==> config.mk <==
export PLATFORM = sky130hd
export DESIGN_NAME = freerun_input_capture_timer
export DESIGN_NICKNAME = d
export VERILOG_FILES = /design/src/rtl/capture_channel.v /design/src/rtl/freerun_input_capture_timer.v
export VERILOG_INCLUDE_DIRS = /design/src /design/src/rtl
export SDC_FILE = /design/constraint.sdc
export NUM_CORES = 1
export LEC_CHECK = 0
export BUFFER_PORTS_ARGS = -buffer_cell sky130_fd_sc_hd__buf_2
export CORE_MARGIN = 4
export CORE_UTILIZATION = 58
export CTS_CLUSTER_SIZE = 25
export DETAILED_ROUTE_END_ITERATION = 10
export HOLD_SLACK_MARGIN = 0.12
export PLACE_DENSITY = 0.87
export SLEW_MARGIN = 25
export SYNTH_ARGS = -nofsm -noshare
export SYNTH_HDL_FRONTEND = slang
export SYNTH_SLANG_ARGS = --single-unit
==> constraint.sdc <==
create_clock -name core_clk -period 2.6 [get_ports core_clk]
set_clock_uncertainty 0.15 [all_clocks]
set_input_delay 0.26 -clock core_clk [delete_from_list [all_inputs] [get_ports core_clk]]
set_output_delay 0.26 -clock core_clk [all_outputs]
set_load 0.05 [all_outputs]
==> src/rtl/frt_icu_defines.vh <==
// register offsets, field positions, reset values and interrupt numbers for the free-run capture timer
// assumes: included by the design files of this block only
`ifndef FRT_ICU_DEFINES_VH
`define FRT_ICU_DEFINES_VH

// ==================================================
// register byte offsets
`define OFF_COUNT_CONTROL_STATUS 8'h00
`define OFF_FREE_COUNT_VALUE     8'h04
`define OFF_EDGE_SELECT          8'h08
`define OFF_IRQ_STATUS           8'h0C
`define OFF_IRQ_ENABLE           8'h10
`define OFF_IRQ_CLEAR            8'h14
`define OFF_AUTO_XFER_SELECT     8'h18
`define OFF_CAPTURE0             8'h20
`define OFF_CAPTURE1             8'h24
`define OFF_CAPTURE2             8'h28
`define OFF_CAPTURE3             8'h2C
`define OFF_IRQ_NUMBERS          8'h30

// ==================================================
// count_control_status fields
`define CCS_DIV_LSB   0
`define CCS_DIV_MSB   1
`define CCS_STOP_BIT  4
`define CCS_CLEAR_BIT 5

// ==================================================
// status bit positions: overflow then captures 0..3
`define ST_OVF  0
`define ST_CAP0 1

// ==================================================
// edge select codes, two bits per channel
`define EDGE_NONE    2'b00
`define EDGE_RISE    2'b01
`define EDGE_FALL    2'b10
`define EDGE_BOTH    2'b11

// ==================================================
// reset values and interrupt request numbers
`define COUNT_RESET   16'h0000
`define CCS_RESET     8'h00
`define IRQ_NUM_OVF   8'h13
`define IRQ_NUM_CAP23 8'h1E
`define IRQ_NUM_CAP0  8'h17
`define IRQ_NUM_CAP1  8'h19

// ==================================================
// prescaler ratios as shift counts: 1/2, 1/4, 1/8, 1/16 of the machine clock
`define DIV_SHIFT0 4'd1
`define DIV_SHIFT1 4'd2
`define DIV_SHIFT2 4'd3
`define DIV_SHIFT3 4'd4

`endif

==> src/rtl/capture_channel.v <==
// one input-capture channel: synchroniser, edge detector and capture data latch
// assumes: capture pin synchronous-ish to core_clk; time base supplied by the counter
`timescale 1ns/1ns
`include "frt_icu_defines.vh"

module capture_channel #(
	parameter WIDTH = 16
) (
	input  wire             core_clk,
	input  wire             rst_n,
	input  wire             pin,
	input  wire [1:0]       edge_sel,
	input  wire [WIDTH-1:0] time_base,
	output reg  [WIDTH-1:0] captured,
	output wire             event_pulse
);

	reg sync_a;
	reg sync_b;
	reg last;

	// ==================================================
	// two flops then an edge history flop; only sync_b is looked at
	always @(posedge core_clk or negedge rst_n) begin
		if (!rst_n) begin
			sync_a <= 1'b0;
			sync_b <= 1'b0;
			last   <= 1'b0;
		end else begin
			sync_a <= pin;
			sync_b <= sync_a;
			last   <= sync_b;
		end
	end

	wire rise = sync_b & ~last;
	wire fall = ~sync_b & last;

	assign event_pulse = (edge_sel[0] & rise) | (edge_sel[1] & fall);

	// ==================================================
	// latch the shared time base on the detected edge
	always @(posedge core_clk or negedge rst_n) begin
		if (!rst_n)
			captured <= {WIDTH{1'b0}};
		else if (event_pulse)
			captured <= time_base;
	end

endmodule // capture_channel

==> src/rtl/freerun_input_capture_timer.v <==
// free-running 16-bit counter with prescaler and four input-capture channels, axi4-lite slave
// assumes: one clock core_clk at 100 MHz, async active-low reset, capture pins sampled on core_clk
//
// How it works
// - a 16-bit up counter advances once per prescaled count tick
// - prescaler picks one of four divide ratios from the control/status register
// - counter overflow raises an interrupt request when software enables it
// - overflow request can instead trigger the automatic transfer service
// - counter goes to 0000 on reset or on the software clear bit
// - the live count is fed to every capture channel as time base
// - a selected edge copies the count into that channel's capture register
// - each channel selects rising, falling or both edges
// - a capture edge raises that channel's interrupt when enabled
// - a capture request can instead start the automatic transfer service
// - four capture pins, each with its own channel and capture register
// - reading the count register returns the current 16-bit count
// - writing the count register while halted loads the counter
// - overflow interrupt uses request number 19 (13h)
// - capture channels 2 and 3 share request number 30
`timescale 1ns/1ns
`include "frt_icu_defines.vh"

module freerun_input_capture_timer #(
	parameter WIDTH    = 16,
	parameter CHANNELS = 4
) (
	input  wire                core_clk,
	input  wire                rst_n,
	input  wire [7:0]          s_axi_awaddr,
	input  wire                s_axi_awvalid,
	output wire                s_axi_awready,
	input  wire [31:0]         s_axi_wdata,
	input  wire [3:0]          s_axi_wstrb,
	input  wire                s_axi_wvalid,
	output wire                s_axi_wready,
	output reg  [1:0]          s_axi_bresp,
	output reg                 s_axi_bvalid,
	input  wire                s_axi_bready,
	input  wire [7:0]          s_axi_araddr,
	input  wire                s_axi_arvalid,
	output wire                s_axi_arready,
	output reg  [31:0]         s_axi_rdata,
	output reg  [1:0]          s_axi_rresp,
	output reg                 s_axi_rvalid,
	input  wire                s_axi_rready,
	input  wire [CHANNELS-1:0] capture_pin,
	output wire                irq,
	output wire                irq_overflow,
	output wire                irq_capture0,
	output wire                irq_capture1,
	output wire                irq_capture23,
	output wire [7:0]          irq_overflow_number,
	output wire [7:0]          irq_capture23_number,
	output wire                auto_xfer_overflow,
	output wire                auto_xfer_capture0,
	output wire                auto_xfer_capture1,
	output wire                auto_xfer_capture23
);

	// ==================================================
	// state
	reg  [7:0]          count_control_status;
	reg  [WIDTH-1:0]    free_count_value;
	reg  [7:0]          edge_select;
	reg  [4:0]          irq_status;
	reg  [4:0]          irq_enable;
	reg  [4:0]          auto_xfer_select;
	reg  [15:0]         prescale;
	reg  [7:0]          aw_addr;
	reg                 aw_held;
	reg  [31:0]         w_data;
	reg  [3:0]          w_strb;
	reg                 w_held;
	wire [CHANNELS-1:0] cap_event;
	wire [WIDTH-1:0]    cap_value [0:CHANNELS-1];

	// ==================================================
	// byte lane merge, used by the control, count and edge select registers
	function [31:0] merge;
		input [31:0] old;
		input [31:0] data;
		input [3:0]  strb;
		integer      i;
		begin
			merge = old;
			for (i = 0; i < 4; i = i + 1)
				if (strb[i])
					merge[i*8 +: 8] = data[i*8 +: 8];
		end
	endfunction

	// ==================================================
	// axi write: address and data accepted in either order, then one response
	// ready falls while a response waits, so a second write cannot overtake it
	assign s_axi_awready = ~aw_held & ~s_axi_bvalid;
	assign s_axi_wready  = ~w_held & ~s_axi_bvalid;

	wire [7:0]  wr_addr  = aw_held ? aw_addr : s_axi_awaddr;
	wire [31:0] wr_data  = w_held ? w_data : s_axi_wdata;
	wire [3:0]  wr_strb  = w_held ? w_strb : s_axi_wstrb;
	wire        aw_ok    = aw_held | (s_axi_awvalid & s_axi_awready);
	wire        w_ok     = w_held | (s_axi_wvalid & s_axi_wready);
	wire        wr_fire  = aw_ok & w_ok & ~s_axi_bvalid;

	wire        wr_known = (wr_addr == `OFF_COUNT_CONTROL_STATUS) | (wr_addr == `OFF_FREE_COUNT_VALUE) |
	                       (wr_addr == `OFF_EDGE_SELECT) | (wr_addr == `OFF_IRQ_ENABLE) |
	                       (wr_addr == `OFF_IRQ_CLEAR) | (wr_addr == `OFF_AUTO_XFER_SELECT);

	always @(posedge core_clk or negedge rst_n) begin
		if (!rst_n) begin
			aw_held      <= 1'b0;
			aw_addr      <= 8'h00;
			w_held       <= 1'b0;
			w_data       <= 32'h0000_0000;
			w_strb       <= 4'h0;
			s_axi_bvalid <= 1'b0;
			s_axi_bresp  <= 2'b00;
		end else begin
			if (wr_fire) begin
				aw_held      <= 1'b0;
				w_held       <= 1'b0;
				s_axi_bvalid <= 1'b1;
				s_axi_bresp  <= wr_known ? 2'b00 : 2'b10;
			end else begin
				if (s_axi_awvalid & s_axi_awready) begin
					aw_held <= 1'b1;
					aw_addr <= s_axi_awaddr;
				end
				if (s_axi_wvalid & s_axi_wready) begin
					w_held <= 1'b1;
					w_data <= s_axi_wdata;
					w_strb <= s_axi_wstrb;
				end
				if (s_axi_bvalid & s_axi_bready)
					s_axi_bvalid <= 1'b0;
			end
		end
	end

	wire wr_ccs   = wr_fire & (wr_addr == `OFF_COUNT_CONTROL_STATUS);
	wire wr_count = wr_fire & (wr_addr == `OFF_FREE_COUNT_VALUE);
	wire wr_clear = wr_fire & (wr_addr == `OFF_IRQ_CLEAR);
	wire [31:0] ccs_new = merge({24'h00_0000, count_control_status}, wr_data, wr_strb);

	// ==================================================
	// merged write words, cut to register width below
	wire [31:0] edge_new  = merge({24'h00_0000, edge_select}, wr_data, wr_strb);
	wire [31:0] count_new = merge({16'h0000, free_count_value}, wr_data, wr_strb);

	// ==================================================
	// control registers; the clear bit is a pulse and never stored
	always @(posedge core_clk or negedge rst_n) begin
		if (!rst_n) begin
			count_control_status <= `CCS_RESET;
			edge_select          <= 8'h00;
			irq_enable           <= 5'h00;
			auto_xfer_select     <= 5'h00;
		end else if (wr_fire) begin
			if (wr_ccs) begin
				count_control_status <= ccs_new[7:0];
				count_control_status[`CCS_CLEAR_BIT] <= 1'b0;
			end
			if (wr_addr == `OFF_EDGE_SELECT)
				edge_select <= edge_new[7:0];
			if (wr_addr == `OFF_IRQ_ENABLE)
				irq_enable <= wr_strb[0] ? wr_data[4:0] : irq_enable;
			if (wr_addr == `OFF_AUTO_XFER_SELECT)
				auto_xfer_select <= wr_strb[0] ? wr_data[4:0] : auto_xfer_select;
		end
	end

	// ==================================================
	// prescaler: tick once every 2^n machine clocks
	// mask compare, not a reload counter: the ratio may change without a stall
	reg  [3:0] div_shift;
	always @* begin
		case (count_control_status[`CCS_DIV_MSB:`CCS_DIV_LSB])
			2'd0:    div_shift = `DIV_SHIFT0;
			2'd1:    div_shift = `DIV_SHIFT1;
			2'd2:    div_shift = `DIV_SHIFT2;
			2'd3:    div_shift = `DIV_SHIFT3;
			default: div_shift = `DIV_SHIFT0;
		endcase
	end

	wire [15:0] div_mask = (16'h0001 << div_shift) - 16'h0001;
	wire        halted   = count_control_status[`CCS_STOP_BIT];
	wire        tick     = ~halted & ((prescale & div_mask) == div_mask);
	wire        sw_clear = wr_ccs & ccs_new[`CCS_CLEAR_BIT];
	wire        wrap     = tick & (free_count_value == {WIDTH{1'b1}});

	// ==================================================
	// free-running counter
	// clear beats preset and tick so software always sees 0000 after it
	always @(posedge core_clk or negedge rst_n) begin
		if (!rst_n) begin
			prescale         <= 16'h0000;
			free_count_value <= `COUNT_RESET;
		end else begin
			prescale <= halted ? 16'h0000 : prescale + 16'h0001;
			if (sw_clear) begin
				free_count_value <= `COUNT_RESET;
				prescale         <= 16'h0000;
			end else if (wr_count & halted) begin
				// a preset while running is ignored: loading mid-count would skew captures
				free_count_value <= count_new[WIDTH-1:0];
			end else if (tick) begin
				free_count_value <= free_count_value + 1'b1;
			end
		end
	end

	// ==================================================
	// capture channels, one pin each, all share the live count
	genvar g;
	generate
		for (g = 0; g < CHANNELS; g = g + 1) begin : cap
			capture_channel #(
				.WIDTH(WIDTH)
			) u_chan (
				.core_clk    (core_clk),
				.rst_n       (rst_n),
				.pin         (capture_pin[g]),
				.edge_sel    (edge_select[2*g +: 2]),
				.time_base   (free_count_value),
				.captured    (cap_value[g]),
				.event_pulse (cap_event[g])
			);
		end
	endgenerate

	// ==================================================
	// sticky status; a new event wins over a clear in the same cycle
	// clear uses byte lane 0 only, like enable and select
	wire [4:0] events  = {cap_event[3:0], wrap};
	wire [4:0] clr_bits = (wr_clear & wr_strb[0]) ? wr_data[4:0] : 5'h00;

	always @(posedge core_clk or negedge rst_n) begin
		if (!rst_n)
			irq_status <= 5'h00;
		else
			irq_status <= (irq_status & ~clr_bits) | events;
	end

	wire [4:0] pend = irq_status & irq_enable;
	wire [4:0] to_cpu = pend & ~auto_xfer_select;
	wire [4:0] to_xfer = pend & auto_xfer_select;

	assign irq                  = |pend;
	assign irq_overflow         = to_cpu[`ST_OVF];
	assign irq_capture0         = to_cpu[`ST_CAP0];
	assign irq_capture1         = to_cpu[`ST_CAP0+1];
	assign irq_capture23        = to_cpu[`ST_CAP0+2] | to_cpu[`ST_CAP0+3];
	assign irq_overflow_number  = `IRQ_NUM_OVF;
	assign irq_capture23_number = `IRQ_NUM_CAP23;
	assign auto_xfer_overflow   = to_xfer[`ST_OVF];
	assign auto_xfer_capture0   = to_xfer[`ST_CAP0];
	assign auto_xfer_capture1   = to_xfer[`ST_CAP0+1];
	assign auto_xfer_capture23  = to_xfer[`ST_CAP0+2] | to_xfer[`ST_CAP0+3];

	// ==================================================
	// axi read: one-cycle registered answer
	// unmapped reads answer slverr with zero data
	assign s_axi_arready = ~s_axi_rvalid;

	reg [31:0] rd_word;
	reg        rd_ok;
	always @* begin
		rd_ok = 1'b1;
		case (s_axi_araddr)
			`OFF_COUNT_CONTROL_STATUS: rd_word = {24'h00_0000, count_control_status};
			`OFF_FREE_COUNT_VALUE:     rd_word = {16'h0000, free_count_value};
			`OFF_EDGE_SELECT:          rd_word = {24'h00_0000, edge_select};
			`OFF_IRQ_STATUS:           rd_word = {27'h000_0000, irq_status};
			`OFF_IRQ_ENABLE:           rd_word = {27'h000_0000, irq_enable};
			`OFF_IRQ_CLEAR:            rd_word = 32'h0000_0000;
			`OFF_AUTO_XFER_SELECT:     rd_word = {27'h000_0000, auto_xfer_select};
			`OFF_CAPTURE0:             rd_word = {16'h0000, cap_value[0]};
			`OFF_CAPTURE1:             rd_word = {16'h0000, cap_value[1]};
			`OFF_CAPTURE2:             rd_word = {16'h0000, cap_value[2]};
			`OFF_CAPTURE3:             rd_word = {16'h0000, cap_value[3]};
			`OFF_IRQ_NUMBERS:          rd_word = {16'h0000, `IRQ_NUM_CAP23, `IRQ_NUM_OVF};
			default: begin
				rd_word = 32'h0000_0000;
				rd_ok   = 1'b0;
			end
		endcase
	end

	always @(posedge core_clk or negedge rst_n) begin
		if (!rst_n) begin
			s_axi_rvalid <= 1'b0;
			s_axi_rdata  <= 32'h0000_0000;
			s_axi_rresp  <= 2'b00;
		end else if (s_axi_arvalid & s_axi_arready) begin
			s_axi_rvalid <= 1'b1;
			s_axi_rdata  <= rd_word;
			s_axi_rresp  <= rd_ok ? 2'b00 : 2'b10;
		end else if (s_axi_rready) begin
			s_axi_rvalid <= 1'b0;
		end
	end

endmodule // freerun_input_capture_timer

Yosys cells after proc, flatten, opt, wreduce, memory -nomap -nowiden. Index checks and enable logic that the tools add are counted.

Equality and inequality tests: 23. Shifts and indexed selects: 1. Bitwise operators: 67. Reductions and logical operators: 18. Add/sub/neg operators: 3. Muxes and demuxes: 25.

Operator list (number): 16-bit case mux with 11 select lines (1); 16-bit 2-to-1 mux (6); 8-bit by 5-bit == test with 1-bit output, second input constant (6); 8-bit by 6-bit == test with 1-bit output, second input constant (5); 16-bit by 1-bit adder with 16-bit output, second input constant (2); 1-bit AND (32); 8-bit by 4-bit == test with 1-bit output, second input constant (3); 8-bit 2-to-1 mux (3); 5-bit AND (4); 16-bit AND (1); 16-bit == test (1); 16-bit == test, second input constant (1); 8-bit by 3-bit == test with 1-bit output, second input constant (2); 8-bit zero test (2); 4-bit case mux with 4 select lines (1); 1-bit by 4-bit << shifter with 16-bit output, first input constant (1); 16-bit by 1-bit subtractor with 16-bit output, second input constant (1); 1-bit inverter (14); 1-bit bitwise OR (13); 3-bit AND reduction (4); 12-bit OR reduction (1); 5-bit inverter (2); 1-bit 2-to-1 mux (9); 2-bit AND reduction (4); 11 further kinds (18).

Output and inout bits: 66. Input port bits: 63. Register bits after elaboration: 204. Logic and storage cells: 171.

Longest topological paths before layout.
Depth in word-level cells: 12. Depth in mapped cells: 9. Depth with buffers taken out: 8.

Cells and area by module. Synthesis repeated with hierarchy kept, for this count alone.

Cells, all modules: 1212. Area, all modules: 12075.3 um2.

Modules (own cells, without submodules): freerun_input_capture_timer (times used 1, area each 6765.2 um2, cells each 672, sequential area each 2752.6 um2); capture_channel (times used 4, area each 1327.5 um2, cells each 135, sequential area each 475.5 um2).

Worst setup path before layout. Ideal clock, no wire load.

Path type: flip-flop to flip-flop. Start: register count_control_status[0]. End: register free_count_value[2]. Setup slack: 0.258 ns. Data required time: 2.310 ns. Data arrival time: 2.052 ns. Period minus slack after synthesis: 2.342 ns. Stages on the path, launching flop included: 10. Setup time: 0.140 ns. Buffers on the path: 1. Path through: dfrtp_1 -> and2_1 -> inv_1 -> ha_1 -> nor2_1 -> a2111oi_0 -> nand4b_1 -> clkbuf_1 -> a22oi_1 -> o22ai_1.

Word-level cells in the longest chain between the ends: 9.

RTL lines: from (decl) (line freerun_input_capture_timer.v:62) `reg [7:0] count_control_status;`; from (signal assigned) (line freerun_input_capture_timer.v:154) `` count_control_status <= `CCS_RESET; ``; from (signal assigned) (line freerun_input_capture_timer.v:160) `count_control_status <= ccs_new[7:0];`; 2-bit == test (tied with other cells) (line freerun_input_capture_timer.v:177) `` case (count_control_status[`CCS_DIV_MSB:`CCS_DIV_LSB]) ``; 4-bit case mux with 4 select lines (*) (line freerun_input_capture_timer.v:177); 1-bit by 4-bit << shifter with 16-bit output (*) (line freerun_input_capture_timer.v:186) `wire [15:0] div_mask = (16'h0001 << div_shift) - 16'h0001;`; 16-bit by 1-bit subtractor with 16-bit output (*) (line freerun_input_capture_timer.v:186); 16-bit AND (line freerun_input_capture_timer.v:188) `wire tick = ~halted & ((prescale & div_mask) == div_mask);`; 16-bit == test (*) (line freerun_input_capture_timer.v:188); 1-bit AND (*) (line freerun_input_capture_timer.v:188); 3-bit nonzero test (no line) (*); 2-bit AND reduction (no line) (*); to (signal assigned) (line freerun_input_capture_timer.v:198) `` free_count_value <= `COUNT_RESET; ``; to (signal assigned) (line freerun_input_capture_timer.v:202) `` free_count_value <= `COUNT_RESET; ``; to (signal assigned) (line freerun_input_capture_timer.v:206) `free_count_value <= count_new[WIDTH-1:0];`; to (decl) (line freerun_input_capture_timer.v:63) `reg [WIDTH-1:0] free_count_value;`.

Every way passes the cells marked *; elsewhere a longest branch is shown, timed or not. The select of a mux whose other input is x is not followed. A chain may end at the register's enable or synchronous reset.

Final worst setup path.
Start: register count_control_status[0]. End: register irq_status[0].

Word-level cells in the longest chain between the ends: 9.

RTL lines: 2-bit == test (tied with other cells) (line freerun_input_capture_timer.v:177); 4-bit case mux with 4 select lines (*) (line freerun_input_capture_timer.v:177); 1-bit by 4-bit << shifter with 16-bit output (*) (line freerun_input_capture_timer.v:186); 16-bit by 1-bit subtractor with 16-bit output (*) (line freerun_input_capture_timer.v:186); 16-bit AND (line freerun_input_capture_timer.v:188); 16-bit == test (*) (line freerun_input_capture_timer.v:188); 1-bit AND (*) (line freerun_input_capture_timer.v:188); 1-bit AND (*) (line freerun_input_capture_timer.v:190) `wire wrap = tick & (free_count_value == {WIDTH{1'b1}});`; 5-bit bitwise OR (*) (line freerun_input_capture_timer.v:242) `irq_status <= (irq_status & ~clr_bits) | events;`; to (signal assigned) (line freerun_input_capture_timer.v:242); to (decl) (line freerun_input_capture_timer.v:65) `reg [4:0] irq_status;`.

Marked as above.

==> metrics <==
status=completed; Post-CTS Repair Setup Buffers=0; initial antenna violation count=0; Seq/Total Area, Yosys=49.1%; Area after DPL=0.0101 mm^2; worst min path class=flip-flop to flip-flop; Layout area overhead=17.2%; Final Critical Period=2440 ps; Root Buffer=clkbuf_16; Crit Path Category=flip-flop to flip-flop; Max Cap Viol=0; Top Ports=129; Pwr Total=10.3 mW; final critical-path share of the clock period=93.9%; relative slew slack=38.7%; Pwr Density=930 mW/mm^2; Pleak=5.13 nW; Initial Util=59.5%; clock tree buffer depth=2; antenna-violating nets left=0; global router's overall resource usage=26.9%; Reg-to-Reg Start=count_control_status[0]; setup_tns=0 ps; largest net degree at the start of global routing=70; number of flops mapped to enable cells by yosys=0; setup violators final=0; post-route setup slack=159 ps; share of cells above drive strength 1=29.9%; initial DRC count=986; CP startpoint=count_control_status[0]; die area=0.0185 mm^2; TritonCTS Sinks=186; Avg Inst Size Synth=11.2 um^2; Clk Latency, worst-skew pair=440 ps; ant diodes=0; CP Data Arrival Time=2670 ps; CP required=2830 ps; CTS tree=built; cts bufs inserted=17; Max Freq=410 MHz; pre-CTS WS=76.4 ps; Port Buf Inserts=76; Synth Register Bits=186; number of global-route vias before repair=7419; Post-DP HPWL=16.1 mm; routed via count=7360; Setup crit end kind=flip-flop; Synth Warn #=0; Post-Route WL=23.9 mm; worst slew pin tran=896 ps; wire per inst=20.0 um; Fin. Hold Viols=0; Pre-antenna DRT Iters=5; RSZ-0062 raised after global routing=no; Final GP Congestion=0.943; Max Slew Vio Count=0; crit path max fanout=16; Syn Inst Count=845; Die Width=136 um; Post-synth ARST share=100%; Via density=6.15; Core Box Area=0.0159 mm^2; total grt overflow=0; htree depth=4; Worst VDD drop=0.571 mV; die height=136 um; first-pass GRT wire length=38.9 mm; # rows=46; drc violations=0; Worst setup SP type=flip-flop; hold_sp=cap[3].u_chan.sync_a; final-stage net count=1035; Clock transition at path regs=70 ps; post-synth cell types=82; Finished Cell Area=0.0111 mm^2; Synth Flop Type=dfrtp_1; Mapped Area=0.00948 mm^2
worst max-delay path, stage by stage (launching register included):
cell and delay, ps:
dfrtp_1 410, and2_1 170, inv_1 50, ha_1 270, nor2_1 40, a2111oi_1 440
nand4b_1 150, buf_4 230, nor4_1 220, buf_4 170, a21o_1 70
synthesized netlist by cell type, types with 11 or more instances:
library cell / instances / area (um^2)
o21ai_0: 24 / 120
a21oi_1: 12 / 60.1
mux2_2: 123 / 1390
nand3_1: 23 / 115
buf_4: 34 / 255
nor4_1: 11 / 68.8
clkbuf_1: 29 / 109
nor2_1: 55 / 206
dfrtp_1: 186 / 4650
a22oi_1: 31 / 233
inv_1: 23 / 86.3
mux2i_1: 20 / 200
nand4_1: 13 / 81.3
o22ai_1: 20 / 125
buf_2: 12 / 60.1
and3_1: 14 / 87.6
nand2_1: 57 / 214
registers in the layout, summed over array words and instances (netlist names), 2 cells and up:
name / cells
edge_select: 8
s_axi_rdata: 16
cap.u_chan.last: 4
w_data: 16
aw_addr: 8
w_strb: 2
cap.u_chan.sync_a: 4
cap.u_chan.sync_b: 4
free_count_value: 16
auto_xfer_select: 5
cap.u_chan.captured: 64
irq_status: 5
count_control_status: 7
prescale: 16
irq_enable: 5
placed cells by master, fill, tap and decap left out, types with 5 or more instances in the layout:
| cell | count |
|---|---|
| a21oi_1 | 12 |
| a222oi_1 | 8 |
| nor4_1 | 10 |
| buf_4 | 35 |
| nand2_1 | 57 |
| inv_1 | 23 |
| mux2i_1 | 20 |
| a211oi_1 | 6 |
| nand3b_1 | 9 |
| buf_2 | 75 |
| a21o_1 | 8 |
| o21ai_0 | 24 |
| xor2_1 | 10 |
| dlygate4sd3_1 | 37 |
| nand3_1 | 23 |
| conb_1 | 36 |
| and3_1 | 14 |
| nor3_1 | 5 |
| and4_1 | 7 |
| nor2b_1 | 6 |
| o21ai_1 | 9 |
| mux2_4 | 5 |
| mux2_2 | 122 |
| nor2_1 | 55 |
| clkbuf_16 | 17 |
| dfrtp_1 | 185 |
| nand4_1 | 13 |
| a22oi_1 | 31 |
| o22ai_1 | 20 |
path summary, 6_finish.rpt:
kind	endpoint	slack, ps	depth (start not counted)
setup / recovery	irq_status[0]	160	10
hold / removal	cap[3].u_chan.sync_b	210	0
setup reg to reg	irq_status[0]	160	10
hold reg to reg	cap[3].u_chan.sync_b	210	0
max in group asynchronous	cap[1].u_chan.captured[2]	1300	3
min in group asynchronous	w_held	240	2
timing repair:
item	CTS	global route
resized for setup	0	5
hold endpoints to repair	105	0
setup endpoints to repair	0	17
hold buffers	37	0
power breakdown:
part	switching, mW	total, mW	internal [mW]
sequential	0.901	4.72	3.82
combinational	1.57	2.92	1.35
clock	1.15	2.70	1.55
total	3.62	10.3	6.72
cell families (layout without fill, tap and decap cells):
| kind of cell | count (synthesis) | after routing | synth area share (%) |
|---|---|---|---|
| AOI/OAI and AO/OA | 158 | 158 | 11.9 |
| buffers and inverters | 104 | 206 | 5.94 |
| muxes | 152 | 152 | 18.2 |
| adders and majority gates | 4 | 4 | 0.528 |
| DFF | 186 | 186 | 49.1 |
| and+or+nand+nor | 225 | 225 | 12.9 |
| other | 2 | 36 | 0.0792 |
| xor gates and xnor gates | 14 | 14 | 1.29 |
stage by stage:
| step | utilization, % | hold slack, ps | cells |
|---|---|---|---|
| 2_1_floorplan | - | -186 | 879 |
| 3_3_place_gp | 63.5 | 164 | 1128 |
| 3_5_place_dp | 63.5 | 172 | 1128 |
| 4_1_cts | 69.7 | 195 | 1197 |
| 5_1_grt | 69.7 | 209 | 1197 |
| 6_report | 69.7 | 206 | 1197 |
layer usage:
| metal | wire length, um | GRT usage, % | vias up |
|---|---|---|---|
| met5 | 0 | 0 | - |
| met2 | 11600 | 43.5 | 404 |
| li1 | - | - | 3294 |
| met3 | 1850 | 5.07 | 75 |
| met4 | 957 | 13.3 | 0 |
| met1 | 9460 | 35.2 | 3587 |
final cells by class:
| cell class | count | area (um^2) |
|---|---|---|
| fill | 1079 | 4830 |
| sequential | 186 | 4660 |
| multi-input combinational | 589 | 4410 |
| timing repair buffer | 151 | 1080 |
| clock buffer | 19 | 443 |
| tap | 216 | 270 |
| clock inverter | 13 | 166 |
| inverter | 23 | 86.3 |
(Power assumes the default switching activity.)
